**config.mk**
```make
export PLATFORM = sky130hd
export DESIGN_NAME = bilps_loader
export DESIGN_NICKNAME = d
export VERILOG_FILES = /design/src/verilog/bilps_pkg.sv /design/src/verilog/bilps_sync2.sv /design/src/verilog/bilps_crc_byte.sv /design/src/verilog/bilps_loader.sv
export SDC_FILE = /design/constraint.sdc
export NUM_CORES = 1
export LEC_CHECK = 0
export BUFFER_PORTS_ARGS = -buffer_cell sky130_fd_sc_hd__buf_4
export CELL_PAD_IN_SITES_DETAIL_PLACEMENT = 1
export CELL_PAD_IN_SITES_GLOBAL_PLACEMENT = 1
export CORE_UTILIZATION = 40
export CTS_CLUSTER_DIAMETER = 150
export DETAILED_ROUTE_END_ITERATION = 7
export HOLD_SLACK_MARGIN = 0.03
export PLACE_DENSITY_LB_ADDON = 0.25
export REMOVE_ABC_BUFFERS = 1
export SLEW_MARGIN = 5
export SYNTH_ARGS = -nofsm -noshare
export SYNTH_HDL_FRONTEND = slang
export SYNTH_HIERARCHICAL = 1
export SYNTH_SLANG_ARGS = --single-unit
```
**constraint.sdc**
```tcl
create_clock -name clk -period 4.2 [get_ports clk]
set_clock_uncertainty 0.2 [all_clocks]
set_input_delay 0.21 -clock clk [delete_from_list [all_inputs] [get_ports clk]]
set_output_delay 0.21 -clock clk [all_outputs]
set_load 0.01 [all_outputs]
```
**src/verilog/bilps_pkg.sv**
```systemverilog
/*
 package for the boot image loader and start-up PLL select block:
 offsets, field positions, reset values, timing and the loader states.
 assumes a single 40 MHz clock domain.
*/
package bilps_pkg;
    localparam int CLK_PERIOD_NS = 25;
    localparam int BOOT_DELAY_NS = 15000;
    // least time, so round up
    localparam int BOOT_DELAY_CYC = (BOOT_DELAY_NS + CLK_PERIOD_NS - 1) / CLK_PERIOD_NS;
    localparam int WAIT_W = 10;
    localparam int SEC_BOOT_BIT = 5;
    localparam logic [31:0] CRC_POLY = 32'hEDB88320;
    localparam logic [31:0] CRC_INIT = 32'hFFFFFFFF;
    localparam logic [31:0] CRC_SKIP = 32'h0D15AB1E;
    localparam logic [31:0] BOOT_START_ADDR = 32'h00000000;
    // register byte offsets
    localparam logic [3:0] REG_PLL_CFG = 4'h0;
    localparam logic [3:0] REG_STATUS = 4'h4;
    localparam logic [3:0] REG_CRC = 4'h8;
    localparam logic [3:0] REG_LEN = 4'hC;
    // pll config field positions
    localparam int PLL_F_LSB = 0;
    localparam int PLL_R_LSB = 16;
    localparam int PLL_DIV_LSB = 24;
    // strap table values
    localparam logic [11:0] F_STRAP_00 = 12'h09F;
    localparam logic [11:0] F_STRAP_11 = 12'h03F;
    localparam logic [11:0] F_STRAP_10 = 12'h01F;
    localparam logic [11:0] F_STRAP_01 = 12'h00F;
    localparam logic [2:0] DIV_STRAP = 3'h1;
    localparam logic [5:0] R_STRAP = 6'h00;

    typedef enum logic [2:0] {
        S_RESET = 3'h0,
        S_WAIT = 3'h1,
        S_SEL = 3'h2,
        S_LEN = 3'h3,
        S_PROG = 3'h4,
        S_CHK = 3'h5,
        S_RUN = 3'h6,
        S_HALT = 3'h7
    } bilps_state_e;

    // feedback multiplier picked by {strap1, strap0}
    function automatic logic [11:0] bilps_strap_f(input logic [1:0] s);
        logic [11:0] f;
        f = F_STRAP_00;
        unique case (s)
            2'h0: f = F_STRAP_00;
            2'h3: f = F_STRAP_11;
            2'h2: f = F_STRAP_10;
            2'h1: f = F_STRAP_01;
        endcase
        return f;
    endfunction
endpackage

```
**src/verilog/bilps_sync2.sv**
```systemverilog
/*
 two flip-flop synchroniser for pin levels.
 assumes the inputs change slowly relative to clk.
*/
`timescale 1ns/1ps
`default_nettype none
module bilps_sync2 #(
    parameter int W = 1
) (
    input wire logic clk,
    input wire logic srst,
    input wire logic [W-1:0] d,
    output logic [W-1:0] q
);
    logic [W-1:0] meta;

    // first stage feeds only the second
    always_ff @(posedge clk)
    begin
        if (srst)
        begin
            meta <= '0;
            q <= '0;
        end
        else
        begin
            meta <= d;
            q <= meta;
        end
    end
endmodule
`default_nettype wire

```
**src/verilog/bilps_crc_byte.sv**
```systemverilog
/*
 one-byte step of the reflected CRC-32.
 purely combinational; the caller holds the running value.
*/
`timescale 1ns/1ps
`default_nettype none
module bilps_crc_byte #(
    parameter logic [31:0] POLY = 32'hEDB88320
) (
    input wire logic [31:0] crc_in,
    input wire logic [7:0] data,
    output logic [31:0] crc_out
);
    // bits enter lsb first, matching the reflected form
    always_comb
    begin
        crc_out = crc_in ^ {24'h000000, data};
        for (int i = 0; i < 8; i++)
        begin
            crc_out = crc_out[0] ? ((crc_out >> 1) ^ POLY) : (crc_out >> 1);
        end
    end
endmodule
`default_nettype wire

```
**src/verilog/bilps_loader.sv**
```systemverilog
/*
 start-up logic: reset hold, strap-based PLL preset, boot image load
 from flash or OTP into RAM with CRC check, and an Avalon-MM slave
 for PLL configuration and status.
 assumes flash, OTP and RAM ports run on clk; pins are asynchronous.
*/
// The Avalon-MM interface to the registers and the placing of the registers were chosen for this implementation.
`timescale 1ns/1ps
`default_nettype none
module bilps_loader #(
    parameter int RAM_AW = 16, parameter int FLASH_AW = 24, parameter int OTP_AW = 11
) (
    input wire logic clk,
    input wire logic srst,
    input wire logic rst_n_pin,
    input wire logic pll_ratio_strap0,
    input wire logic pll_ratio_strap1,
    input wire logic [31:0] security_reg,
    output logic gpio_pulldown_en,
    output logic flash_rd,
    output logic [FLASH_AW-1:0] flash_addr,
    input wire logic flash_valid,
    input wire logic [7:0] flash_data,
    output logic otp_rd,
    output logic [OTP_AW-1:0] otp_addr,
    input wire logic otp_valid,
    input wire logic [31:0] otp_rdata,
    output logic ram_we,
    output logic [RAM_AW-1:0] ram_addr,
    output logic [31:0] ram_wdata,
    output logic core_run,
    output logic [31:0] core_pc,
    output logic boot_fail,
    output logic [2:0] pll_output_divider,
    output logic [11:0] pll_f,
    output logic [5:0] pll_r,
    input wire logic [3:0] avs_address,
    input wire logic avs_read,
    input wire logic avs_write,
    input wire logic [31:0] avs_writedata,
    output logic [31:0] avs_readdata,
    output logic avs_waitrequest
);
    localparam logic [bilps_pkg::WAIT_W-1:0] WAIT_LAST =
        bilps_pkg::WAIT_W'(bilps_pkg::BOOT_DELAY_CYC - 1);

    bilps_pkg::bilps_state_e state;
    logic rst_n_q, boot_rst, sec_boot_q, fetch_pend, fetching;
    logic rx_valid, last_lane, chk_ok, bus_wr;
    logic [1:0] strap_q, lane;
    logic [bilps_pkg::WAIT_W-1:0] wait_cnt;
    logic [31:0] fetch_addr, crc_q, crc_next, len_word, asm_word, chk_word;
    logic [31:0] len_nx, asm_nx, chk_nx, words_left;
    logic [7:0] rx_byte;
    logic [RAM_AW-1:0] wr_addr;
    logic [3:0] reg_sel;

    // pins cross into clk before anything reads them
    bilps_sync2 #(.W(3)) u_sync (
        .clk(clk),
        .srst(srst),
        .d({rst_n_pin, pll_ratio_strap1, pll_ratio_strap0}),
        .q({rst_n_q, strap_q})
    );
    bilps_crc_byte #(.POLY(bilps_pkg::CRC_POLY)) u_crc (
        .crc_in(crc_q),
        .data(rx_byte),
        .crc_out(crc_next)
    );

    assign boot_rst = srst | ~rst_n_q;
    // byte stream view of the selected source
    assign lane = fetch_addr[1:0];
    assign last_lane = (lane == 2'h3);
    assign fetching = (state == bilps_pkg::S_LEN) || (state == bilps_pkg::S_PROG) ||
                      (state == bilps_pkg::S_CHK);
    assign rx_valid = fetch_pend & (sec_boot_q ? otp_valid : flash_valid);
    assign rx_byte = sec_boot_q ? otp_rdata[8*lane +: 8] : flash_data;
    assign len_nx = {rx_byte, len_word[31:8]};
    assign asm_nx = {rx_byte, asm_word[31:8]};
    assign chk_nx = {rx_byte, chk_word[31:8]};
    assign chk_ok = (chk_nx == bilps_pkg::CRC_SKIP) || (chk_nx == ~crc_q);
    assign reg_sel = {avs_address[3:2], 2'h0};
    assign bus_wr = avs_write & ~avs_waitrequest;
    // loader sequence
    always_ff @(posedge clk)
    begin
        if (boot_rst)
        begin
            state <= bilps_pkg::S_RESET;
        end
        else
        begin
            unique case (state)
                bilps_pkg::S_RESET: state <= bilps_pkg::S_WAIT;
                bilps_pkg::S_WAIT:
                    if (wait_cnt == WAIT_LAST)
                        state <= bilps_pkg::S_SEL;
                bilps_pkg::S_SEL: state <= bilps_pkg::S_LEN;
                // empty program goes straight to check word
                bilps_pkg::S_LEN:
                    if (rx_valid && last_lane)
                        state <= (len_nx == 32'h00000000) ? bilps_pkg::S_CHK : bilps_pkg::S_PROG;
                bilps_pkg::S_PROG:
                    if (rx_valid && last_lane && words_left == 32'h00000001)
                        state <= bilps_pkg::S_CHK;
                bilps_pkg::S_CHK:
                    if (rx_valid && last_lane)
                        state <= chk_ok ? bilps_pkg::S_RUN : bilps_pkg::S_HALT;
                bilps_pkg::S_RUN, bilps_pkg::S_HALT: state <= state;
            endcase
        end
    end
    // delay counter; least time taken, within the allowed window
    always_ff @(posedge clk)
    begin
        if (boot_rst || state != bilps_pkg::S_WAIT)
            wait_cnt <= '0;
        else
            wait_cnt <= wait_cnt + 1'b1;
    end
    always_ff @(posedge clk)
    begin
        gpio_pulldown_en <= boot_rst;
    end
    // boot source latched once, so a later change cannot mix sources
    always_ff @(posedge clk)
    begin
        if (boot_rst)
            sec_boot_q <= 1'b0;
        else if (state == bilps_pkg::S_SEL)
            sec_boot_q <= security_reg[bilps_pkg::SEC_BOOT_BIT];
    end
    // byte fetch; OTP word reread per byte, trading speed for one path
    always_ff @(posedge clk)
    begin
        if (boot_rst)
        begin
            fetch_pend <= 1'b0;
            fetch_addr <= bilps_pkg::BOOT_START_ADDR;
            flash_rd <= 1'b0;
            otp_rd <= 1'b0;
            flash_addr <= '0;
            otp_addr <= '0;
        end
        else
        begin
            flash_rd <= 1'b0;
            otp_rd <= 1'b0;
            if (fetching && !fetch_pend)
            begin
                fetch_pend <= 1'b1;
                flash_rd <= ~sec_boot_q;
                otp_rd <= sec_boot_q;
                flash_addr <= fetch_addr[FLASH_AW-1:0];
                otp_addr <= fetch_addr[OTP_AW+1:2];
            end
            else if (rx_valid)
            begin
                fetch_pend <= 1'b0;
                fetch_addr <= fetch_addr + 32'h00000001;
            end
        end
    end

    // word assembly and CRC
    always_ff @(posedge clk)
    begin
        if (boot_rst)
        begin
            crc_q <= bilps_pkg::CRC_INIT;
            len_word <= '0;
            asm_word <= '0;
            chk_word <= '0;
            words_left <= '0;
        end
        else if (rx_valid)
        begin
            if (state == bilps_pkg::S_LEN)
            begin
                len_word <= len_nx;
                crc_q <= crc_next;
                if (last_lane)
                    words_left <= len_nx;
            end
            else if (state == bilps_pkg::S_PROG)
            begin
                asm_word <= asm_nx;
                crc_q <= crc_next;
                if (last_lane)
                    words_left <= words_left - 32'h00000001;
            end
            else if (state == bilps_pkg::S_CHK)
            begin
                chk_word <= chk_nx;
            end
        end
    end
    // words land from the lowest RAM address up
    always_ff @(posedge clk)
    begin
        if (boot_rst)
        begin
            ram_we <= 1'b0;
            ram_addr <= '0;
            ram_wdata <= '0;
            wr_addr <= bilps_pkg::BOOT_START_ADDR[RAM_AW-1:0];
        end
        else
        begin
            ram_we <= 1'b0;
            if (state == bilps_pkg::S_PROG && rx_valid && last_lane)
            begin
                ram_we <= 1'b1;
                ram_addr <= wr_addr;
                ram_wdata <= asm_nx;
                wr_addr <= wr_addr + 1'b1;
            end
        end
    end
    // start or halt once the check word is in
    always_ff @(posedge clk)
    begin
        if (boot_rst)
        begin
            core_run <= 1'b0;
            boot_fail <= 1'b0;
            core_pc <= bilps_pkg::BOOT_START_ADDR;
        end
        else if (state == bilps_pkg::S_CHK && rx_valid && last_lane)
        begin
            // run only on a good check
            core_run <= chk_ok;
            boot_fail <= ~chk_ok;
            core_pc <= bilps_pkg::BOOT_START_ADDR;
        end
    end

    // pll setting; one value drives switch, tile and reference clocks
    always_ff @(posedge clk)
    begin
        if (srst)
        begin
            pll_f <= bilps_pkg::F_STRAP_00;
            pll_r <= bilps_pkg::R_STRAP;
            pll_output_divider <= bilps_pkg::DIV_STRAP;
        end
        else if (state == bilps_pkg::S_RESET)
        begin
            pll_f <= bilps_pkg::bilps_strap_f(strap_q);
            pll_r <= bilps_pkg::R_STRAP;
            pll_output_divider <= bilps_pkg::DIV_STRAP;
        end
        else if (bus_wr && reg_sel == bilps_pkg::REG_PLL_CFG)
        begin
            pll_f <= avs_writedata[bilps_pkg::PLL_F_LSB +: 12];
            pll_r <= avs_writedata[bilps_pkg::PLL_R_LSB +: 6];
            pll_output_divider <= avs_writedata[bilps_pkg::PLL_DIV_LSB +: 3];
        end
    end

    // avalon slave: one wait cycle, read data sampled with the answer
    always_ff @(posedge clk)
    begin
        if (srst)
        begin
            avs_waitrequest <= 1'b1;
            avs_readdata <= '0;
        end
        else if ((avs_read || avs_write) && avs_waitrequest)
        begin
            avs_waitrequest <= 1'b0;
            unique case (reg_sel)
                bilps_pkg::REG_PLL_CFG:
                    avs_readdata <= {5'h00, pll_output_divider, 2'h0, pll_r, 4'h0, pll_f};
                bilps_pkg::REG_STATUS:
                    avs_readdata <= {24'h000000, strap_q, boot_fail, core_run, sec_boot_q, state};
                bilps_pkg::REG_CRC: avs_readdata <= crc_q;
                bilps_pkg::REG_LEN: avs_readdata <= len_word;
            endcase
        end
        else
        begin
            avs_waitrequest <= 1'b1;
        end
    end
endmodule
`default_nettype wire

```
==> results.py, run 1 <==
metrics = {
    "clock_network": {
        "numCtsBuffers": 39,
        "post_cts_resized": 0,
        "path_clk_slew_ps": 60,
        "cts_hold_buffers": 40,
        "cts_setup_buffers": 0,
        "clock_latency_ps": 550,
        "cts_max_level": 2,
        "clockBufferDepth": 3,
        "root_buffer": "clkbuf_16",
        "tritoncts": "done",
        "cts.sinks": 337,
    },
    "sta": {
        "finalSetupViolCount": 0,
        "period_minus_slack_ps": 3630,
        "drv_slew": 0,
        "hold_violations": 0,
        "rsz0062_at_grt": "false",
        "setup_ws_ps": 574,
        "slew_headroom_pct": 28.9,
        "fin_crit_sh_pct": 86.3,
        "worst_pin_slew_ps": 1070,
        "fmax_mhz": 276,
    },
    "floorplan": {
        "pin_count": 292,
        "start_util_pct": 40.7,
        "rows": 72,
        "die_area_um2": 40300,
        "die_height_um": 201,
        "core-area_um2": 38800,
        "dieWidth_um": 201,
    },
    "min_path": {
        "hold_class": "in2reg",
    },
    "drt": {
        "ant_nets": 0,
        "wire_per_inst_um": 19.1,
        "drt_pass1_iterations": 7,
        "drt_wl_total_um": 49900,
        "drt_iter0_markers": 619,
        "vias_per_cell": 5.41,
        "drc_errors": 0,
        "vias": 14142,
    },
    "yosys": {
        "post_synth_num_cell_types": 84,
        "synth.area.top_cells": "dfxtp_1 43%, nand2_1 10%, a21oi_1 6.2%, nor2_1 3.4%, xor2_1 2.9%",
        "synth_top_area_share_pct": 42.7,
        "syn-cell-area_um2": 15800,
        "yosysWarnings": 6,
        "syn_inst": 1864,
        "synthFlopType": "dfxtp_1",
        "yosysMostFrequentCell": "nand2_1",
        "synthTopCellsByCount": "429 x nand2_1, 337 x dfxtp_1, 196 x a21oi_1",
        "yosys_register_bits": 337,
        "synth_edf_count": 0,
        "async_flop_share_pct": 0,
        "syn_avg_cell_area_um2": 8.48,
        "synth_top_cell_by_area": "dfxtp_1",
        "yosysSeqAreaShare_pct": 42.7,
    },
    "pwr": {
        "irDropWorstVdd_mv": 0.340,
        "p_leak_nw": 7.37,
        "power_density_nw_per_um2": 370,
    },
    "final_layout": {
        "layout.nets": 2189,
        "antennaDiodeCount": 0,
        "fin_util_pct": 49.9,
        "drive_above_1_share_pct": 19.7,
        "area_delta_synth_final_pct": 22.7,
        "fill_cells": 4614,
    },
    "grt": {
        "first_global_vias": 14309,
        "antenna_found_initial": 0,
        "grt_max_degree": 101,
        "groute.usage.overall_pct": 24.3,
        "grt_pass1_wl_um": 78600,
        "overflow": 0,
    },
    "placement": {
        "portBuffers": 215,
        "hpwl_um": 34400,
        "place_congestion": 0.868,
        "place_ws_ps": 606,
    },
    "critical_path": {
        "critPathMaxFanout": 8,
        "cp-end-kind": "register",
        "r2r_slack_ps": 570,
        "crit_arrival_ps": 3820,
        "worstPathRequired_ps": 4390,
        "path_class": "reg2reg",
        "cp-start-kind": "register",
    },
    "job": {
        "drv_cap": 0,
    },
    "status": {
        "status": "complete, no violations",
    },
}
## flip-flops by register name, indices dropped and copies added, names as in the netlist, 3 cells and up
signal / count
state: 3
u_sync/meta: 3
pll_r: 6
avs_readdata: 32
len_word: 32
chk_word: 24
wait_cnt: 10
pll_f: 12
asm_word: 24
u_sync/q: 3
flash_addr: 24
crc_q: 32
ram_addr: 16
words_left: 32
wr_addr: 16
pll_output_divider: 3
ram_wdata: 32
fetch_addr: 24
## routing by layer
layer  track usage, %  part of all wire [%]
met1             30.8                    44
met2             41.6                    49
met3             4.09                   4.2
met4             8.97                   3.1
met5                0                     0
## final timing paths
kind / from / end / depth (start not counted)
setup reg to reg: fetch_addr[0] / crc_q[19] / 9
hold / removal: flash_data[6] / ram_wdata[30] / 4
setup / recovery: fetch_addr[0] / crc_q[19] / 9
hold reg to reg: u_sync/meta[1] / u_sync/q[1] / 1
## worst max-delay path, stage by stage (launching register included)
cell and delay (ps):
dfxtp_1 550, buf_4 240, mux4_2 510, mux2i_2 290
inv_1 120, xnor2_2 500, xor3_2 530, xnor3_1 380
nand2_1 70, nand3_1 90
## cells by family after synthesis
logic type      Yosys count  share of synthesized area, %
flops                   337                          42.7
compound gates          350                          13.2
simple gates            802                          23.2
mux                      55                          5.16
fa+ha+maj                 5                         0.396
buf+inv                 185                          5.67
other cells               1                        0.0237
xor+xnor                129                          9.66
## cell type report
cell class,count,area (um^2),area share [%]
repair buffers,292,2300,11.9
inverters,24,95.1,0.490
well taps,518,648,3.34
flip-flops and latches,337,6750,34.8
clock inverters,12,116,0.600
clock buffers,59,1170,6.05
multi-input cells,1373,8310,42.8
## metrics by stage
step	power [W]	TNS (ps)	std cells	area (um^2)	hold WS, ps
finish	0.00717	0	2615	19400	62.9
global route	0.00743	0	2615	19400	71.8
CTS	0.00723	0	2615	19400	31.1
detailed placement	0.00378	0	2504	17700	227
floorplan	0.00358	-533180	1734	15100	79.1
global placement	0.00377	0	2504	17700	216
## where the power goes
part           total (W)  switching, W  internal (W)
Combinational   0.000498      0.000246      0.000253
Clock            0.00343       0.00138       0.00205
Sequential       0.00324     0.0000167       0.00322
Total            0.00717       0.00164       0.00553
## cells in the final DEF, fill, tap and decap left out, types with 10 or more instances in the layout
cell type and count:
nor4_1 12, xnor3_1 11, clkbuf_1 10, o21ai_0 35
xnor2_1 45, a21oi_1 196, conb_1 32, a211oi_1 40
clkbuf_16 41, buf_4 251, a221oi_1 16, nor3_1 35
xor2_1 53, and3_1 15, dfxtp_1 337, nand2_1 428
or3_1 15, mux2_2 29, inv_1 20, dlygate4sd3_1 40
nor2_1 137, mux4_2 16, nand4_1 24, nand3_1 76
Power figures use the tool's default switching activity.
==> run 2, diff against run 1 <==
CORE_UTILIZATION = 42   (was 40)
==> run 2 against run 1 <==
Register-to-register slack gained 100 ps. Critical endpoint is now crc_q[21]. Flip-flop and latch count is the same. Cell area is essentially flat.
==> results.py, run 2 (synthesized netlist as in run 1, its figures left out) <==
metrics = {
    "critical_path": {
        "r2r-start": "fetch_addr[1]",
        "startpoint": "fetch_addr[1]",
        "crit_arrival_ps": 3710,
        "worstPathRequired_ps": 4390,
        "critPathMaxFanout": 14,
        "cp-end-kind": "register",
        "cp-start-kind": "register",
        "path_class": "reg2reg",
    },
    "sta": {
        "fin_crit_sh_pct": 83.9,
        "drv_slew": 0,
        "holdWs_ps": 52.6,
        "hold_violations": 0,
        "rsz0062_at_grt": "false",
        "slew_headroom_pct": 24.5,
        "fmax_mhz": 284,
        "fin_tns_setup_ps": 0,
        "period_minus_slack_ps": 3520,
        "finalSetupViolCount": 0,
        "worst_pin_slew_ps": 1130,
    },
    "floorplan": {
        "core-area_um2": 36800,
        "rows": 70,
        "die_height_um": 196,
        "dieWidth_um": 196,
        "pin_count": 292,
        "die_area_um2": 38400,
        "start_util_pct": 42.9,
    },
    "final_layout": {
        "drive_above_1_share_pct": 19.9,
        "final_common_cell": "nand2_1",
        "layout.nets": 2179,
        "final_cell_mix": "428 x nand2_1, 337 x dfxtp_1, 249 x buf_4",
        "final_area_um2": 19400,
        "area_delta_synth_final_pct": 22.7,
        "fin_util_pct": 52.7,
        "antennaDiodeCount": 0,
    },
    "placement": {
        "placed_cell_area_um2": 17600,
        "place_congestion": 0.871,
        "hpwl_um": 34100,
        "portBuffers": 215,
    },
    "grt": {
        "grt_pass1_wl_um": 79700,
        "antenna_found_initial": 0,
        "overflow": 0,
        "first_global_vias": 14367,
        "groute.usage.overall_pct": 25.9,
        "grt_max_degree": 99,
    },
    "clock_network": {
        "clock_latency_ps": 540,
        "post_cts_resized": 0,
        "path_clk_slew_ps": 60,
        "clockBufferDepth": 3,
        "tritoncts": "done",
        "cts.sinks": 337,
        "root_buffer": "clkbuf_16",
        "numCtsBuffers": 38,
        "cts_max_level": 2,
        "cts_setup_buffers": 0,
    },
    "drt": {
        "drt_pass1_iterations": 5,
        "drt_wl_total_um": 50200,
        "vias": 14115,
        "ant_nets": 0,
        "wire_per_inst_um": 19.6,
        "drt_iter0_markers": 700,
        "drc_errors": 0,
        "vias_per_cell": 5.52,
    },
    "status": {
        "status": "complete, no violations",
    },
    "pwr": {
        "total_power_w": 0.00750,
        "power_density_nw_per_um2": 387,
        "irDropWorstVdd_mv": 0.222,
        "p_leak_nw": 7.38,
    },
    "min_path": {
        "hold_class": "in2reg",
        "hold_start": "flash_data[5]",
    },
    "job": {
        "drv_cap": 0,
    },
}
## run 2: changes by cell type in the layout (fill, tap and decap cells not counted), sizes merged
cell and delta:
dlygate4sd3 -7, inv +1, buf -2, clkinv -3, clkbuf -5, bufinv +6
## run 2: layout make-up
cell class / count / area [um^2]
Timing Repair Buffer: 283 / 2220
Multi-Input combinational cell: 1373 / 8310
Clock inverter: 16 / 302
Tap cell: 468 / 586
Sequential cell: 337 / 6750
Inverter: 24 / 95.1
Clock buffer: 54 / 1120
Fill cell: 4360 / 17400
## run 2: power by group
| part | total (W) | internal [W] | switching (W) |
|---|---|---|---|
| combinational | 0.000498 | 0.000251 | 0.000247 |
| sequential | 0.00324 | 0.00322 | 0.0000167 |
| clock | 0.00377 | 0.00236 | 0.00141 |
## run 2: metal layers
layer	wire length, um	up-vias	global-route usage, %	part of all wire, %
met4	1310	0	7.90	2.6
li1	-	6708	-	-
met5	0	-	0	0
met3	2210	91	3.15	4.4
met1	22200	6979	34.0	44
met2	24500	337	44.3	49
## run 2: per-stage QoR
step           std cells  setup WS [ps]
5_1_grt             2555            508
3_3_place_gp        2452            770
2_1_floorplan       1734          -3000
3_5_place_dp        2452            701
6_report            2555            676
4_1_cts             2555            681
## run 2: path summary, 6_finish.rpt
check             cells past startpoint  slack, ps            to
setup / recovery                      8        680     crc_q[21]
setup reg to reg                      8        680     crc_q[21]
hold reg to reg                       1        240   u_sync/q[2]
hold / removal                        4         50  asm_word[29]
## run 2: repair_timing
item                                   CTS  global route
endpoints found under the hold margin   59             0
hold buffers                            33             0
setup endpoints to repair                0             0
## run 2: worst max-delay path: stages (launching register included)
cell and delay (ps):
dfxtp_1 760, mux4_2 420, mux2i_2 260, inv_1 210, xnor2_4 420, xnor3_2 510
xor3_1 400, nand2_1 90, nand3_1 100
